## config.mk

```make
export PLATFORM = sky130hd
export DESIGN_NAME = quad_dac_cfg
export DESIGN_NICKNAME = d
export VERILOG_FILES = /design/src/quad_dac_cfg_pkg.sv /design/src/quad_dac_cfg.sv
export VERILOG_INCLUDE_DIRS = /design/src
export SDC_FILE = /design/constraint.sdc
export NUM_CORES = 1
export LEC_CHECK = 0
export ABC_AREA = 1
export BUFFER_PORTS_ARGS = -buffer_cell sky130_fd_sc_hd__buf_4
export CORE_AREA = 2 2 76 133
export DETAILED_ROUTE_END_ITERATION = 16
export DIE_AREA = 0 0 78 135
export PLACE_DENSITY = 0.79
export SLEW_MARGIN = 20
export SYNTH_ARGS = -nofsm -noshare
export SYNTH_HDL_FRONTEND = slang
export SYNTH_SLANG_ARGS = --single-unit
export TNS_END_PERCENT = 1
```

## constraint.sdc

```tcl
create_clock -name i_sys_clk -period 1.2 [get_ports i_sys_clk]
set_input_delay 0.24 -clock i_sys_clk [delete_from_list [all_inputs] [get_ports i_sys_clk]]
set_output_delay 0.24 -clock i_sys_clk [all_outputs]
set_load 0.02 [all_outputs]
```

## src/quad_dac_cfg_defines.svh

```systemverilog
`ifndef QUAD_DAC_CFG_DEFINES_SVH
`define QUAD_DAC_CFG_DEFINES_SVH

`define QDC_ADDR_W      8
`define QDC_DATA_W      32
`define QDC_CHANNELS    4
`define QDC_GAIN_CAL_W  8
`define QDC_ZERO_CAL_W  9
`define QDC_MON_W       3

// Register byte addresses, and calibration page numbers matched against address bits 7:4
`define QDC_CMD_ADDR    8'h00
`define QDC_MON_ADDR    8'h04
`define QDC_STAT_ADDR   8'h08
`define QDC_GAIN_PAGE   4'h1
`define QDC_ZERO_PAGE   4'h2

// Command register fields
`define QDC_CMD_GAIN_LSB 0
`define QDC_CMD_SRST_BIT 4

// Reset values
`define QDC_GAIN_RST    4'hf
`define QDC_GCAL_RST    8'h00
`define QDC_ZCAL_RST    9'h000

// Calibration step sizes, in millionths of an LSB
`define QDC_GAIN_STEP_ULSB 62500
`define QDC_ZERO_STEP_ULSB 7800

`endif

```

## src/quad_dac_cfg_pkg.sv

```systemverilog
`default_nettype none
package quad_dac_cfg_pkg;

    typedef enum logic [2:0] {
        MON_OFF  = 3'b000,
        MON_CH0  = 3'b001,
        MON_CH1  = 3'b010,
        MON_CH2  = 3'b011,
        MON_CH3  = 3'b100,
        MON_AUX  = 3'b101
    } mon_sel_t;

    typedef struct packed {
        logic             gain_x4;
        logic             unipolar;
        logic             twos_comp;
        logic signed [7:0] gain_cal;
        logic signed [8:0] zero_cal;
    } chan_cfg_t;

    typedef struct packed {
        logic       hiz;
        logic       aux;
        logic [3:0] chan;
    } mon_route_t;

endpackage
`default_nettype wire

```

## src/quad_dac_cfg.sv

```systemverilog
// The register offsets and the address-and-strobe port are this design's own decisions.
`include "quad_dac_cfg_defines.svh"
`timescale 1ns/100ps
`default_nettype none
module quad_dac_cfg
    import quad_dac_cfg_pkg::*;
(
    // Clock and reset
    input  wire logic                   i_sys_clk,
    input  wire logic                   i_reset_n,
    // Register port
    input  wire logic [`QDC_ADDR_W-1:0] i_addr,
    input  wire logic [`QDC_DATA_W-1:0] i_wdata,
    input  wire logic                   i_wr,
    input  wire logic                   i_rd,
    output logic      [`QDC_DATA_W-1:0] o_rdata,
    // Polarity straps
    input  wire logic                   i_group_a_polarity_select,
    input  wire logic                   i_group_b_polarity_select,
    // Channel settings
    output chan_cfg_t                   o_chan_cfg [`QDC_CHANNELS],
    // Monitor routing
    output mon_route_t                  o_analog_monitor_output
);

    function automatic mon_route_t route_of(input logic [2:0] sel);
        mon_route_t r;
        r = '{hiz: 1'b1, aux: 1'b0, chan: 4'h0};
        case (sel)
            MON_CH0: r = '{hiz: 1'b0, aux: 1'b0, chan: 4'h1};
            MON_CH1: r = '{hiz: 1'b0, aux: 1'b0, chan: 4'h2};
            MON_CH2: r = '{hiz: 1'b0, aux: 1'b0, chan: 4'h4};
            MON_CH3: r = '{hiz: 1'b0, aux: 1'b0, chan: 4'h8};
            MON_AUX: r = '{hiz: 1'b0, aux: 1'b1, chan: 4'h0};
            default: r = '{hiz: 1'b1, aux: 1'b0, chan: 4'h0};
        endcase
        return r;
    endfunction

    function automatic logic [2:0] code_of(input mon_route_t r);
        logic [2:0] c;
        c = MON_OFF;
        if (r.aux) begin
            c = MON_AUX;
        end else begin
            case (r.chan)
                4'h1:    c = MON_CH0;
                4'h2:    c = MON_CH1;
                4'h4:    c = MON_CH2;
                4'h8:    c = MON_CH3;
                default: c = MON_OFF;
            endcase
        end
        return c;
    endfunction

    logic [3:0]                      gain_q;
    logic [1:0]                      pol_q;
    logic signed [7:0]               gcal_q [`QDC_CHANNELS];
    logic signed [8:0]               zcal_q [`QDC_CHANNELS];
    mon_route_t                      mon_q;
    logic [`QDC_DATA_W-1:0]          rdata_q;
    logic [`QDC_DATA_W-1:0]          rdata_d;

    wire        wr_cmd  = i_wr && (i_addr == `QDC_CMD_ADDR);
    wire        wr_mon  = i_wr && (i_addr == `QDC_MON_ADDR);
    wire        soft_rst = wr_cmd && i_wdata[`QDC_CMD_SRST_BIT];
    wire        gain_pg = (i_addr[7:4] == `QDC_GAIN_PAGE);
    wire        zero_pg = (i_addr[7:4] == `QDC_ZERO_PAGE);
    wire [1:0]  ch_idx  = i_addr[3:2];
    wire        aligned = (i_addr[1:0] == 2'b00);
    wire        wr_gcal = i_wr && gain_pg && aligned;
    wire        wr_zcal = i_wr && zero_pg && aligned;

    // Readback decode, calibration sign extended
    always_comb begin
        rdata_d = '0;
        if (i_addr == `QDC_CMD_ADDR) begin
            rdata_d = {28'h0, gain_q};
        end else if (i_addr == `QDC_MON_ADDR) begin
            rdata_d = {29'h0, code_of(mon_q)};
        end else if (i_addr == `QDC_STAT_ADDR) begin
            rdata_d = {30'h0, pol_q};
        end else if (gain_pg && aligned) begin
            rdata_d = {{24{gcal_q[ch_idx][7]}}, gcal_q[ch_idx]};
        end else if (zero_pg && aligned) begin
            rdata_d = {{23{zcal_q[ch_idx][8]}}, zcal_q[ch_idx]};
        end
    end

    always_ff @(posedge i_sys_clk or negedge i_reset_n) begin
        if (!i_reset_n) begin
            rdata_q <= '0;
        end else begin
            rdata_q <= i_rd ? rdata_d : '0;
        end
    end
    assign o_rdata = rdata_q;

    // Polarity straps sampled each cycle
    always_ff @(posedge i_sys_clk or negedge i_reset_n) begin
        if (!i_reset_n) begin
            pol_q <= 2'b00;
        end else begin
            pol_q <= {i_group_b_polarity_select, i_group_a_polarity_select};
        end
    end

    // gain bits set on either reset
    always_ff @(posedge i_sys_clk or negedge i_reset_n) begin
        if (!i_reset_n) begin
            gain_q <= `QDC_GAIN_RST;
            mon_q  <= '{hiz: 1'b1, aux: 1'b0, chan: 4'h0};
        end else if (soft_rst) begin
            gain_q <= `QDC_GAIN_RST;
            mon_q  <= route_of(MON_OFF);
        end else begin
            if (wr_cmd) begin
                gain_q <= i_wdata[`QDC_CMD_GAIN_LSB +: 4];
            end
            if (wr_mon) begin
                mon_q <= route_of(i_wdata[2:0]);
            end
        end
    end

    always_ff @(posedge i_sys_clk or negedge i_reset_n) begin
        if (!i_reset_n) begin
            for (int n = 0; n < `QDC_CHANNELS; n++) begin
                gcal_q[n] <= `QDC_GCAL_RST;
                zcal_q[n] <= `QDC_ZCAL_RST;
            end
        end else if (soft_rst) begin
            for (int n = 0; n < `QDC_CHANNELS; n++) begin
                gcal_q[n] <= `QDC_GCAL_RST;
                zcal_q[n] <= `QDC_ZCAL_RST;
            end
        end else begin
            if (wr_gcal) begin
                gcal_q[ch_idx] <= i_wdata[7:0];
            end
            if (wr_zcal) begin
                zcal_q[ch_idx] <= i_wdata[8:0];
            end
        end
    end

    always_comb begin
        for (int n = 0; n < `QDC_CHANNELS; n++) begin
            o_chan_cfg[n].gain_x4   = gain_q[n];
            o_chan_cfg[n].unipolar  = pol_q[n/2];
            o_chan_cfg[n].twos_comp = !pol_q[n/2];
            // steps scaled in the analog path
            o_chan_cfg[n].gain_cal  = gcal_q[n];
            o_chan_cfg[n].zero_cal  = zcal_q[n];
        end
    end

    assign o_analog_monitor_output = mon_q;
endmodule
`default_nettype wire

```

==> results.ini <==
[route]
ant_nets=0
drc_errors=0
wl_per_cell_um=17.5
dr.pass1.iters=6
via_per_inst=5.46
vias=4953
routed_wl_um=15900
drtIter0Drc=352

[worst_setup_path]
cp_max_fo=12
reg2reg_slack_ns=0.08
startpoint=o_rdata[30]
crit_slowest_cell=dfrtp_4
cp.required_ns=0.96
start_kind=register
reg2reg_depth=6
crit_family=flip-flops
worst-path-buf-inv=2
critPathMaxStageDelay_ns=0.48
critPathKind=reg -> out
cp_data_arrival_time_ns=1.13
endpoint_kind=primary output
worstReg2RegStart=o_chan_cfg[40]
reg2reg_to=o_rdata[0]
crit_chain=buf_6, buf_4

[cells_and_area]
fillCellCount=756
drive_above_1_share_pct=32.5
area_growth_pct=42.2
post-route-util_pct=70.2
layout.nets=826
layoutNonFillerInstCount=907
insertedDiodeCount=0

[sta]
timing_worst_slew_pin_value_ns=0.352
fin_crit_sh_pct=114
setup_violations=36
rsz0062_at_grt=yes
fmax_ghz=0.729
setup_slack_ns=-0.173
hold_violations=0
drv_slew=0
finClkSkew_ns=0.00832
slew_headroom_pct=76.3
period_needed_ns=1.37

[grt]
grt_max_degree=39
grt_util_met1_pct=37.8
grt_pass1_wl_um=24900
grtUsageMet3_pct=4.68
busiest_layer=met2
grt_pass1_vias=4844
gr-usage-met2_pct=52.1
grt_antenna_before_repair=0
grt_usage_pct=30.5
grt_overflow=0

[place]
gp_congestion=0.949
place_hpwl_um=11700
portBuffers=140
dp.cells=887

[clock_network]
cts_tree=built
cts-root-buf=clkbuf_16
cts_buffers=9
path_clk_slew_ns=0.06
clock-sinks=89
worstSkewPairLatency_ns=0.35
htree_levels=3
cts_buffer_depth=2

[worst_hold_path]
hp-start=i_group_b_polarity_select
hold_path.class=in -> reg
hold_depth=1
holdPathEnd=pol_q[1]

[logic_synthesis]
synth_cell_types=29
avgSynthCellArea_um2=7.58
yosysWarnings=0
syn_area_um2=4650
syn_nets=659
seq_area_frac_synth_pct=48.0
synthesis.instances=613
ys_ff_latch=89

[job]
cap_violations=0

[floorplanning]
core_um2=9410
die_h_um=135
initial_core_util_pct=49.4
die_area_um2=10500
rows=47
ios=164
dieWidth_um=78

[status]
status=finished, violations left
violations=setup timing

[power_and_ir_drop]
p_leak_nw=3.54
p_per_area_nw_per_um2=1320
vdd_drop_max_mv=0.804

synthesized netlist by cell type (all sizes together):
library cell / n / area (um2)
nor2: 65 / 272
nand2: 184 / 696
buf: 44 / 312
a21oi: 19 / 95.1
dfrtp: 84 / 2100
a2bb2oi: 1 / 8.76
clkbuf: 2 / 7.51
clkinv: 2 / 7.51
a22oi: 3 / 22.5
o21ai: 67 / 347
inv: 69 / 259
nand4: 14 / 93.8
nor3: 4 / 20.0
o211ai: 2 / 20.0
a31oi: 2 / 12.5
dfstp: 5 / 131
nand3: 46 / 243
worst max-delay path by stage:
stage / endpoint / slack (ns) / cells after the start
2_1_floorplan: o_chan_cfg[8] / -0.22 / 9
5_1_grt: o_rdata[12] / -0.20 / 2
6_report: o_rdata[16] / -0.17 / 2
3_5_place_dp: o_chan_cfg[61] / -0.47 / 11
4_1_cts: o_rdata[16] / -0.17 / 1
3_3_place_gp: o_chan_cfg[71] / -0.35 / 11
cell families after synthesis:
logic type | count (synthesis) | synth area share (%)
DFF | 89 | 48.0
buffers and inverters | 117 | 12.6
AOI/OAI and AO/OA | 94 | 10.9
and+or+nand+nor | 313 | 28.5
placed cells by master (no fill, tap or decap), types with 2 or more instances in the layout:
cell           synthesis  routed
buf_6                  4      20
a21oi_1               19      18
o21ai_2                3       4
nor3_1                 4       4
nor2_2                 2       3
bufinv_16              0       5
nand3_1               45      41
dfstp_2                5       5
nand2_2                2       6
nand4_1               13      13
dlygate4sd3_1          0       2
nor2_1                60      57
nand2_1              182     176
a22oi_1                3       3
buf_12                 0       5
nand3_2                0       4
clkbuf_16              0       9
o21ai_0               59      55
inv_2                  1       5
clkinv_1               2       2
buf_4                 27     175
nand2_4                0       2
nor2_4                 3       5
dfrtp_1               84      82
inv_1                 68      64
a31oi_1                2       2
o21ai_1                5       8
flip-flops by register name, summed over array words and instances, names as in the netlist:
| register | cells |
|---|---|
| o_analog_monitor_output | 6 |
| o_rdata | 9 |
| pol_q | 2 |
| o_chan_cfg | 68 |
| gain_q | 4 |
layout make-up:
cell class                 instances  area, um2  share of cell area, %
clock buffer                      11        243                   3.67
clock inverter                     5        150                   2.27
inverter                          71        267                   4.03
multi-input combinational        407       1900                   28.7
sequential                        89       2240                   33.9
tap                              122        153                   2.31
timing repair buffer             202       1660                   25.1
stage by stage:
| step | power (W) | cell area [um2] | setup WS [ns] | setup TNS, ns | hold slack, ns |
|---|---|---|---|---|---|
| detailed placement | 0.00504 | 6050 | -0.470 | -29.76 | 0.137 |
| global placement | 0.00501 | 6050 | -0.353 | -25.52 | 0.131 |
| finish | 0.00872 | 6610 | -0.173 | -4.57 | 0.00364 |
| CTS | 0.00870 | 6500 | -0.167 | -4.32 | 0.00191 |
| floorplan | 0.00422 | 4670 | -0.217 | -13.07 | -0.0556 |
| global route | 0.00902 | 6610 | -0.196 | -7.32 | 0.00112 |
power breakdown:
part	internal, W	switching [W]
clock network	0.00251	0.00116
registers	0.00325	0.000199
logic	0.000634	0.000963
total	0.00639	0.00232
metal layers:
layer / share of wire (%) / vias to the layer above
met5: 0 / -
met4: 3.4 / 0
met3: 6.4 / 44
met2: 52 / 280
met1: 38 / 2366
li1: - / 2263
what timing repair did:
| action | in CTS | in global routing |
|---|---|---|
| pin swaps | 1 | 1 |
| gates cloned | 0 | 0 |
| hold endpoints to repair | 14 | 1 |
| hold buffers | 1 | 1 |
| setup endpoints to repair | 70 | 113 |
| gates resized for setup | 17 | 30 |
| buffers inserted | 0 | 2 |
(Power assumes the default switching activity.)
